--- config.mk ---
export PLATFORM = sky130hd
export DESIGN_NAME = usr_regs
export DESIGN_NICKNAME = d
export VERILOG_FILES = /design/src/rtl/usr_buf2.v /design/src/rtl/usr_regs.v
export VERILOG_INCLUDE_DIRS = /design/src /design/src/pkg
export SDC_FILE = /design/constraint.sdc
export NUM_CORES = 1
export LEC_CHECK = 0
export ABC_AREA = 1
export BUFFER_PORTS_ARGS = -buffer_cell sky130_fd_sc_hd__buf_4
export CELL_PAD_IN_SITES_DETAIL_PLACEMENT = 1
export CELL_PAD_IN_SITES_GLOBAL_PLACEMENT = 2
export CORE_UTILIZATION = 32
export CTS_BUF_LIST = sky130_fd_sc_hd__clkbuf_16
export DETAILED_ROUTE_END_ITERATION = 12
export PLACE_DENSITY_LB_ADDON = 0.1
export SLEW_MARGIN = 30
export SYNTH_ARGS = -nofsm -noshare
export SYNTH_HDL_FRONTEND = slang
export SYNTH_SLANG_ARGS = --single-unit
--- constraint.sdc ---
create_clock -name i_sys_clk -period 6.2 [get_ports i_sys_clk]
set_clock_uncertainty 0.2 [all_clocks]
set_input_delay 0.31 -clock i_sys_clk [delete_from_list [all_inputs] [get_ports i_sys_clk]]
set_output_delay 0.31 -clock i_sys_clk [all_outputs]
set_load 0.02 [all_outputs]
--- src/pkg/usr_defines.vh ---
// register map, field positions and reset values of the status/data/baud block
`ifndef USR_DEFINES_VH
`define USR_DEFINES_VH
`define USR_OFS_STATUS 12'h000
`define USR_OFS_RXHOLD 12'h004
`define USR_OFS_TXHOLD 12'h008
`define USR_OFS_BAUD 12'h00C
`define USR_OFS_RXTO 12'h010
`define USR_OFS_CMD 12'h014
`define USR_OFS_MODE 12'h018
`define USR_CMD_RST_ITER 0
`define USR_CMD_RST_NON_ACKNOWLEDGE_FLAG 1
`define USR_CMD_TX_EN 2
`define USR_ST_TRANSMITTER_EMPTY 9
`define USR_ST_ITER 10
`define USR_ST_TX_DMA_BUFFER_EMPTY 11
`define USR_ST_RX_DMA_BUFFER_FULL 12
`define USR_ST_NON_ACKNOWLEDGE_FLAG 13
`define USR_ST_CHG_LSB 16
`define USR_ST_IMG_LSB 20
`define USR_ST_RECEIVER_READY 0
`define USR_ST_TRANSMITTER_READY 1
`define USR_SYNC_BIT 15
`define USR_MODE_ASYNC16 2'h0
`define USR_MODE_ASYNC8 2'h1
`define USR_MODE_SYNC 2'h2
`define USR_MODE_SCARD 2'h3
`define USR_RST_WORD 32'h00000000
`endif

--- src/rtl/usr_buf2.v ---
// two-entry valid/ready buffer
`timescale 1ns/100ps
`default_nettype none
module usr_buf2 (
  input wire i_sys_clk,
  input wire i_rst,
  input wire i_in_valid,
  output wire o_in_ready,
  input wire [9:0] i_in_data,
  output wire o_out_valid,
  input wire i_out_ready,
  output wire [9:0] o_out_data
);
  reg [9:0] mem_q [0:1];
  reg rd_q;
  reg wr_q;
  reg [1:0] cnt_q;
  wire push;
  wire pop;
  assign o_in_ready = (cnt_q != 2'h2);
  assign o_out_valid = (cnt_q != 2'h0);
  assign o_out_data = mem_q[rd_q];
  assign push = i_in_valid && o_in_ready;
  assign pop = o_out_valid && i_out_ready;
  always @(posedge i_sys_clk) begin
    if (i_rst) begin
      rd_q <= 1'b0;
      wr_q <= 1'b0;
      cnt_q <= 2'h0;
      mem_q[0] <= 10'h000;
      mem_q[1] <= 10'h000;
    end else begin
      if (push) begin
        mem_q[wr_q] <= i_in_data;
        wr_q <= ~wr_q;
      end
      if (pop) begin
        rd_q <= ~rd_q;
      end
      if (push && !pop) begin
        cnt_q <= cnt_q + 2'h1;
      end else if (pop && !push) begin
        cnt_q <= cnt_q - 2'h1;
      end
    end
  end
endmodule
`default_nettype wire

--- src/rtl/usr_regs.v ---
// status, holding, baud and time-out registers of the serial block
//
// Implementation choices: the APB interface to the registers and the register addresses.
`timescale 1ns/100ps
`default_nettype none
`include "usr_defines.vh"
module usr_regs (
  input wire i_sys_clk,
  input wire i_rst,
  input wire i_psel,
  input wire i_penable,
  input wire i_pwrite,
  input wire [11:0] i_paddr,
  input wire [31:0] i_pwdata,
  output reg [31:0] o_prdata,
  output reg o_pready,
  output reg o_pslverr,
  input wire i_tx_dma_buffer_empty,
  input wire i_rx_dma_buffer_full,
  input wire i_iteration_reached,
  input wire i_non_acknowledge_flag_detected,
  input wire [3:0] i_modem_lines,
  input wire i_rx_valid,
  input wire [9:0] i_rx_data,
  input wire i_bit_tick,
  output reg o_tx_valid,
  input wire i_tx_ready,
  output reg [9:0] o_tx_data,
  input wire i_tx_shift_busy,
  output reg o_baud_tick,
  output reg o_timeout
);
  // modem lines order: 0 ring, 1 set ready, 2 carrier, 3 clear to send
  reg [15:0] clock_divider_q;
  reg [2:0] fractional_part_q;
  reg [15:0] timeout_value_q;
  reg [10:0] smartcard_ratio_q;
  reg [1:0] mode_q;
  reg tx_en_q;
  reg iter_q;
  reg non_acknowledge_flag_q;
  reg [3:0] chg_q;
  reg [3:0] img_q;
  reg receiver_ready_q;
  reg [9:0] rx_hold_q;
  reg [29:0] acc_q;
  reg [15:0] to_cnt_q;
  reg buf_valid_d;
  reg [9:0] buf_data_d;
  reg wr_acc;
  reg rd_acc;
  reg [31:0] rdata_d;
  reg err_d;
  wire buf_ready;
  wire out_valid;
  wire [9:0] out_data;
  wire [29:0] step;
  wire [29:0] period;
  // wide enough for the largest divider times the largest smart-card ratio, in eighths
  function [29:0] usr_period;
    input [1:0] mode;
    input [15:0] cd;
    input [2:0] fp;
    input [10:0] ratio;
    reg [29:0] base;
    begin
      base = {11'h000, cd, fp};
      case (mode)
        `USR_MODE_ASYNC16: usr_period = {base[25:0], 4'h0};
        `USR_MODE_ASYNC8: usr_period = {base[26:0], 3'h0};
        `USR_MODE_SYNC: usr_period = base;
        default: usr_period = base * {19'h00000, ratio};
      endcase
    end
  endfunction
  assign period = usr_period(mode_q, clock_divider_q, fractional_part_q, smartcard_ratio_q);
  assign step = 30'h00000008;
  usr_buf2 u_buf (
    .i_sys_clk(i_sys_clk),
    .i_rst(i_rst),
    .i_in_valid(buf_valid_d),
    .o_in_ready(buf_ready),
    .i_in_data(buf_data_d),
    .o_out_valid(out_valid),
    .i_out_ready(i_tx_ready && !(o_tx_valid)),
    .o_out_data(out_data)
  );
  always @* begin
    wr_acc = i_psel && i_penable && i_pwrite;
    rd_acc = i_psel && i_penable && !i_pwrite;
    buf_valid_d = wr_acc && !o_pready && (i_paddr == `USR_OFS_TXHOLD);
    buf_data_d = {i_pwdata[`USR_SYNC_BIT], i_pwdata[8:0]};
    err_d = 1'b0;
    rdata_d = `USR_RST_WORD;
    case (i_paddr)
      `USR_OFS_STATUS: begin
        rdata_d[`USR_ST_RECEIVER_READY] = receiver_ready_q;
        rdata_d[`USR_ST_TRANSMITTER_READY] = buf_ready && tx_en_q;
        rdata_d[`USR_ST_TRANSMITTER_EMPTY] = tx_en_q && !out_valid && !o_tx_valid && !i_tx_shift_busy;
        rdata_d[`USR_ST_ITER] = iter_q;
        rdata_d[`USR_ST_TX_DMA_BUFFER_EMPTY] = i_tx_dma_buffer_empty;
        rdata_d[`USR_ST_RX_DMA_BUFFER_FULL] = i_rx_dma_buffer_full;
        rdata_d[`USR_ST_NON_ACKNOWLEDGE_FLAG] = non_acknowledge_flag_q;
        rdata_d[19:16] = chg_q;
        rdata_d[23:20] = img_q;
      end
      `USR_OFS_RXHOLD: begin
        rdata_d[8:0] = rx_hold_q[8:0];
        rdata_d[`USR_SYNC_BIT] = rx_hold_q[9];
      end
      `USR_OFS_TXHOLD: rdata_d = `USR_RST_WORD;
      `USR_OFS_BAUD: rdata_d = {13'h0000, fractional_part_q, clock_divider_q};
      `USR_OFS_RXTO: rdata_d = {16'h0000, timeout_value_q};
      `USR_OFS_CMD: rdata_d = {31'h00000000, tx_en_q};
      `USR_OFS_MODE: rdata_d = {19'h00000, smartcard_ratio_q, mode_q};
      default: err_d = 1'b1;
    endcase
  end
  always @(posedge i_sys_clk) begin
    if (i_rst) begin
      o_prdata <= 32'h00000000;
      o_pready <= 1'b0;
      o_pslverr <= 1'b0;
      clock_divider_q <= 16'h0000;
      fractional_part_q <= 3'h0;
      timeout_value_q <= 16'h0000;
      smartcard_ratio_q <= 11'h174;
      mode_q <= 2'h0;
      tx_en_q <= 1'b0;
      iter_q <= 1'b0;
      non_acknowledge_flag_q <= 1'b0;
      chg_q <= 4'h0;
      img_q <= 4'h0;
      receiver_ready_q <= 1'b0;
      rx_hold_q <= 10'h000;
      o_tx_valid <= 1'b0;
      o_tx_data <= 10'h000;
      acc_q <= 30'h00000000;
      o_baud_tick <= 1'b0;
      to_cnt_q <= 16'h0000;
      o_timeout <= 1'b0;
    end else begin
      // one wait state: ready pulses in the second access cycle
      o_pready <= i_psel && i_penable && !o_pready;
      o_pslverr <= i_psel && i_penable && !o_pready && err_d;
      if (rd_acc && !o_pready) begin
        o_prdata <= rdata_d;
      end
      img_q <= i_modem_lines;
      // clear in the cycle the read value is latched, so a change after it is kept
      if (rd_acc && !o_pready && i_paddr == `USR_OFS_STATUS) begin
        chg_q <= img_q ^ i_modem_lines;
      end else begin
        chg_q <= chg_q | (img_q ^ i_modem_lines);
      end
      if (i_iteration_reached) begin
        iter_q <= 1'b1;
      end else if (wr_acc && o_pready && i_paddr == `USR_OFS_CMD && i_pwdata[`USR_CMD_RST_ITER]) begin
        iter_q <= 1'b0;
      end
      if (i_non_acknowledge_flag_detected) begin
        non_acknowledge_flag_q <= 1'b1;
      end else if (wr_acc && o_pready && i_paddr == `USR_OFS_CMD && i_pwdata[`USR_CMD_RST_NON_ACKNOWLEDGE_FLAG]) begin
        non_acknowledge_flag_q <= 1'b0;
      end
      if (i_rx_valid) begin
        receiver_ready_q <= 1'b1;
        rx_hold_q <= i_rx_data;
      end else if (rd_acc && o_pready && i_paddr == `USR_OFS_RXHOLD) begin
        receiver_ready_q <= 1'b0;
      end
      if (wr_acc && o_pready) begin
        case (i_paddr)
          `USR_OFS_BAUD: begin
            clock_divider_q <= i_pwdata[15:0];
            fractional_part_q <= i_pwdata[18:16];
          end
          `USR_OFS_RXTO: timeout_value_q <= i_pwdata[15:0];
          `USR_OFS_CMD: tx_en_q <= i_pwdata[`USR_CMD_TX_EN];
          `USR_OFS_MODE: begin
            mode_q <= i_pwdata[1:0];
            smartcard_ratio_q <= i_pwdata[12:2];
          end
          default: tx_en_q <= tx_en_q;
        endcase
      end
      // output stage: one word on o_tx_data until accepted
      if (o_tx_valid && i_tx_ready) begin
        o_tx_valid <= 1'b0;
      end else if (!o_tx_valid && out_valid && i_tx_ready && tx_en_q) begin
        o_tx_valid <= 1'b1;
        o_tx_data <= out_data;
      end
      // fractional accumulator in eighths of a clock
      if (clock_divider_q == 16'h0000 || period == 30'h00000000) begin
        acc_q <= 30'h00000000;
        o_baud_tick <= 1'b0;
      end else if (acc_q + step >= period) begin
        acc_q <= acc_q + step - period;
        o_baud_tick <= 1'b1;
      end else begin
        acc_q <= acc_q + step;
        o_baud_tick <= 1'b0;
      end
      if (timeout_value_q == 16'h0000 || i_rx_valid) begin
        to_cnt_q <= 16'h0000;
        o_timeout <= 1'b0;
      end else if (i_bit_tick && !o_timeout) begin
        if (to_cnt_q + 16'h0001 == timeout_value_q) begin
          o_timeout <= 1'b1;
        end
        to_cnt_q <= to_cnt_q + 16'h0001;
      end
    end
  end
endmodule
`default_nettype wire

After elaboration in Yosys (flattened, before gate mapping) --
Memory sizes are Yosys's and may differ from the RTL's. A register that Yosys moved wholly into a read port is not among the register bits. Cells that the tools add are included.
Word-level totals: bits in registers 149, memory bits (writable) 20, bits of input ports 71, logic and storage cells 133, memories kept 1
Memories:
- u_buf.mem_q | words 2, bits a word 10, rd ports 1, clocked after Yosys merged registers in 1, write ports 2, RTL line usr_buf2.v:14 | reg [9:0] mem_q [0:1];
Operators by class: $add $sub $neg 5, multipliers 1, $lt $le $gt $ge 1, eq/ne operators 10, multiplexer cells 27, bitwise logic cells 5, reduce and logical (&&, ||, !) cells 60
Operators by type and width (count):
- case mux 30 bit (3 select lines) | 1
- == test 12 x 5 -> 1 bit (second input constant) | 3
- zero test 16 bit | 2
- adder 30 x 4 -> 30 bit (second input constant) | 1
- greater-or-equal comparator 30 bit | 1
- zero test 30 bit | 1
- multiplier 19 x 11 -> 30 bit | 1
- two-way mux 30 bit | 1
- subtractor 30 bit | 1
- logical AND 1 bit | 29
- case mux 7 bit (4 select lines) | 1
- == test 12 x 4 -> 1 bit (second input constant) | 2
- case mux 5 bit (4 select lines) | 1
- adder 16 x 1 -> 16 bit (second input constant) | 1
- == test 16 bit | 1
- case mux 8 bit (2 select lines) | 1
- two-way mux 1 bit | 15
- == test 12 x 3 -> 1 bit (second input constant) | 1
- zero test 12 bit | 1
- case mux 2 bit (6 select lines) | 1
- AND reduction 2 bit | 6
- two-way mux 10 bit | 1
- nonzero test 2 bit | 5
- OR reduction 10 bit | 1
- other kinds (17) | 30

Longest topological paths before layout --
depth after elaboration 10, mapped depth 42, gate-level depth less buffers 40

Hierarchy --
Synthesis repeated with hierarchy kept, for this count alone.
Second synthesis, totals: cell total of the unflattened synthesis 2477, area total of the unflattened synthesis 17598.1 µm²
By module, submodules not included:
- usr_regs | times used 1, cells each 2377, area an instance 16478.3 µm², seq. area each 3103.0 µm²
- usr_buf2 | times used 1, cells each 100, area an instance 1119.8 µm², seq. area each 700.7 µm²

Worst setup path before layout --
No wires, ideal clock.
kind register to register, from register smartcard_ratio_q[2], to register acc_q[3], arrival 6495 ps, data required time 5884 ps, path slack -610 ps, cell stages (with the launch flop) 35, path buffers 3, period minus slack after synthesis 6810 ps, path through dfxtp_1 > clkbuf_1 > clkbuf_1 > nand2_1 > fa_1 > fa_1 > fa_1 > inv_1 > fa_1 > inv_1 > fa_1 > inv_1 > ha_1 > nand2_1 > nor2_1 > nor2_1 > o21ai_1 > or2_2 > a31oi_1 > ha_1 > a21oi_1 > o21ai_0 > nand2_1 > o211ai_1 > a21oi_1 > o21ai_1 > nand3_1 > nand2_2 > nand2_2 > nand2_4 > nand2_4 > nand2_8 > buf_6 > o21ai_0 > nor2_1
On the way: longest elaborated chain between the ends 5, elaborated cells on any way between the ends 8, those cells by class add/sub (1); mul (1); order compare (1); mux (2); reduce/logical (3)
Ends and longest elaborated chain:
- start: declaration | RTL line usr_regs.v:37 | reg [10:0] smartcard_ratio_q;
- start signal: assignment | RTL line usr_regs.v:182 | smartcard_ratio_q <= i_pwdata[12:2];
- multiplier 19 x 11 -> 30 bit (*) | RTL line usr_regs.v:72 | default: usr_period = base * {19'h00000, ratio};
- case mux 30 bit (3 select lines) (*) | RTL line usr_regs.v:68 | case (mode)
- parallel branches: the longest is 3 deep, another holds subtractor 30 bit
- end signal: assignment | RTL line usr_regs.v:199 | acc_q <= acc_q + step - period;
- end signal: assignment | RTL line usr_regs.v:202 | acc_q <= acc_q + step;
- end: declaration | RTL line usr_regs.v:46 | reg [29:0] acc_q;
Mark *: on every way between the ends. A chain may end at the register's enable or synchronous reset.

Final worst setup path --
from register smartcard_ratio_q[4], to register acc_q[1]
On the way: longest elaborated chain between the ends 5, elaborated cells on any way between the ends 7, those cells by class mul (1); order compare (1); mux (2); reduce/logical (3)
Ends and longest elaborated chain (RTL line):
- multiplier 19 x 11 -> 30 bit (*) | usr_regs.v:72
- case mux 30 bit (3 select lines) (*) | usr_regs.v:68
- parallel branches: the longest is 3 deep, another holds greater-or-equal comparator 30 bit
Marked as above.

==> results.cfg <==
[outcome]
status = finished, violations left
violations = setup timing

[synth]
synth_fa_ha_area_share_pct = 24.7
synth_seq_cells = 179
avgSynthCellArea_um2 = 7.08
synth_xor_area_share_pct = 3.58
yosys_warnings = 0
yosys.area_share.simple_pct = 21.8
ys_types = 58
synth_top_family_by_area = adder cells
synth.area.mux_share_pct = 0
netlist_instances = 2455
yosysSeqAreaShare_pct = 21.8
synth_compound_area_share_pct = 14.4
synth_area_um2 = 17400

[sta]
finalHoldViolations = 0
fin_crit_ps = 6660
relSlewSlack_pct = 39.1
setup_viol = 31
setup_slack_ps = -462
hold_slack_ps = 32.1
worst_pin_slew_ps = 908
fin_crit_sh_pct = 107
fmax_mhz = 150
rsz0062_at_grt = yes
maxSlewViolCount = 0

[clock_tree]
path_clk_slew_ps = 80
clock_sinks = 179
cts_root_buffer = clkbuf_16
clk_path_buf_depth = 2
htree_levels = 4
numCtsBuffers = 17
clkLatencyLatePin_ps = 500
cts_tree = built

[floorplanning]
die-width_um = 235
core_area_um2 = 53700
die_h_um = 235
fp-row-count = 85
initial_core_util_pct = 32.4
die_area_um2 = 55300
ios = 118

[worst_setup_path]
critPathTopFamily = adder cells
crit_path_end = acc_q[1]$_SDFFE_PP0P_
r2r_cells = 29
critPathCaptureType = register
worstPathMaxFanout = 8
crit_start = smartcard_ratio_q[4]$_SDFFE_PP1P_
crit_top_cell = fa_1
critPathKind = reg2reg
crit_buf_inv = 8
cp_slowest_stage_delay_ps = 560
r2r_end = acc_q[1]$_SDFFE_PP0P_
cp_num_cells = 29
worst-endpoint-required_ps = 6420
r2r-start = smartcard_ratio_q[4]$_SDFFE_PP1P_
rrSetupSlack_ps = -460
cp_slowest_cell = fa_1
cp.arrival_ps = 6880
startpoint_type = register

[grt]
overflow = 0
track_usage_pct = 24.8
antenna_found_initial = 0
grt_max_degree = 61
first_global_vias = 18600
grt_pass1_wl_um = 107000

[placed_design]
pre_cts_ws_ps = -1150
dpl.hpwl_um = 54700
portBuffers = 96
place_congestion = 0.861

[routing]
drtIter0Drc = 872
via_count = 17300
ant_nets = 0
wl_per_cell_um = 19.2
firstDrtPassIters = 5
drc_errors = 0
wirelength_um = 67400
via_per_inst = 4.93

[finish]
area_delta_synth_final_pct = 34.7
final_nets = 3122
antenna_cells = 0
layout-drive-gt1-share_pct = 26.5

[pwr]
p_leak_nw = 11.4
vdd_ir_drop_max_mv = 0.238
p_total_mw = 2.46
p_per_area_nw_per_um2 = 105

[worst_hold_path]
min_path_type = in2reg

[run]
drv_cap = 0
## layout make-up
type	instances	area, µm²
fillers	6597	30300
well taps	696	871
inverters	506	1920
clock buffers	17	425
clock inverters	15	158
repair buffers	420	3580
flip-flops and latches	179	3850
multi-input cells	1675	12600
## metrics by stage
stage          setup TNS [ps]  instances  cell area [µm²]  util [%]
6_report               -13350       3508            23400      43.6
3_3_place_gp           -30330       3398            20800      38.7
3_5_place_dp           -33960       3398            20800      38.7
4_1_cts                -13210       3497            22700      42.4
2_1_floorplan           -1660       2462            17800         -
5_1_grt                -20670       3508            23400      43.6
## cells in the mapped netlist (all sizes together)
master / instances / area share, %
and2: 1 / 0.036
inv: 504 / 11
o221a: 1 / 0.065
o31ai: 1 / 0.043
o22ai: 33 / 1.2
o211ai: 8 / 0.35
nand2: 534 / 12
xnor2: 25 / 1.3
conb: 1 / 0.022
nor4: 15 / 0.58
a21oi: 179 / 5.3
o2111ai: 1 / 0.050
a31oi: 15 / 0.54
nor3: 25 / 0.81
nand3: 87 / 2.7
o21bai: 5 / 0.22
o221ai: 12 / 0.60
a221oi: 3 / 0.15
nand3b: 5 / 0.22
a21o: 4 / 0.17
and3: 2 / 0.072
ha: 99 / 7.1
a31o: 2 / 0.10
clkinv: 2 / 0.043
o21a: 4 / 0.22
or2: 5 / 0.18
a21boi: 2 / 0.086
fa: 153 / 18
buf: 23 / 1.1
nand4: 33 / 1.2
o21ai: 172 / 5.0
o311ai: 4 / 0.20
o32ai: 1 / 0.050
xor2: 46 / 2.3
nor2: 187 / 4.2
a211oi: 3 / 0.13
edfxtp: 20 / 3.5
clkbuf: 79 / 1.7
dfxtp: 159 / 18
## layout by cell type (no fill, tap or decap), types with 11 or more instances in the layout
cell type / n
a21oi_1: 135
a21oi_2: 30
a21oi_4: 14
a31oi_1: 14
buf_12: 17
buf_4: 342
buf_6: 20
clkbuf_16: 18
dfxtp_1: 139
dfxtp_4: 16
dlygate4sd3_1: 39
edfxtp_1: 20
fa_1: 144
ha_1: 68
ha_4: 30
inv_1: 468
inv_2: 35
nand2_1: 474
nand2_2: 46
nand2_4: 13
nand3_1: 63
nand3_2: 22
nand4_1: 33
nor2_1: 145
nor2_2: 30
nor2_4: 12
nor3_1: 19
nor4_1: 11
o21ai_0: 123
o21ai_2: 37
o221ai_1: 12
o22ai_1: 32
xnor2_1: 24
xor2_1: 46
## cells by family (layout without fill, tap and decap cells)
group           count (synthesis)  after routing
compound gates                450            450
xor+xnor                       71             71
fa+ha+maj                     252            252
buf+inv                       608            958
flops                         179            179
other cells                     1              8
simple gates                  894            894
## layer usage
layer  up-vias  routed length [µm]  track usage, %
met1      8597               32300            34.3
li1       8389                   -               -
met4         0                 767            4.33
met2       254               32000            41.6
met3        40                2250            3.22
met5         -                   0               0
## state kept, by name, summed over array words and instances, names as in the netlist, 3 cells and up
name               cells
chg_q                  4
o_prdata              24
fractional_part_q      3
rx_hold_q             10
o_tx_data             10
img_q                  4
timeout_value_q       16
clock_divider_q       16
smartcard_ratio_q     11
acc_q                 30
to_cnt_q              16
u_buf.mem_q           20
## report_power, final
| group | internal, mW | leakage, nW | switching (mW) | total [mW] |
|---|---|---|---|---|
| clock | 0.537 | 0.276 | 0.585 | 1.12 |
| sequential | 1.18 | 1.50 | 0.0117 | 1.19 |
| combinational | 0.0608 | 9.64 | 0.0878 | 0.149 |
| total | 1.78 | 11.4 | 0.684 | 2.46 |
## worst reg2reg max path, delay by kind of cell (launching register included)
kind,cells,cell delay [ps]
fa+ha+maj,7,3230
buf+inv,8,850
compound gates,6,920
simple gates,8,970
flops,1,410
## timing repair
item                                    CTS  global route
endpoints found under the hold margin    61             0
gates resized for setup                 208           128
pin swaps                                95            86
hold buffers                             39             0
endpoints found under the setup margin   31            31
cloned                                    1             1
setup buffers                            28            13
## how the worst min path moves through the flow
stage | start | end | depth (start not counted)
detailed placement | rx_hold_q[7]$_SDFFE_PP0P_ | rx_hold_q[7]$_SDFFE_PP0P_ | 2
finish | i_penable | o_pready$_SDFF_PP0_ | 5
global placement | rx_hold_q[4]$_SDFFE_PP0P_ | rx_hold_q[4]$_SDFFE_PP0P_ | 2
global route | i_rst | img_q[0]$_SDFF_PP0_ | 2
CTS | i_penable | o_pready$_SDFF_PP0_ | 5
floorplan | i_modem_lines[0] | img_q[0]$_SDFF_PP0_ | 2
Power figures use the tool's default switching activity.
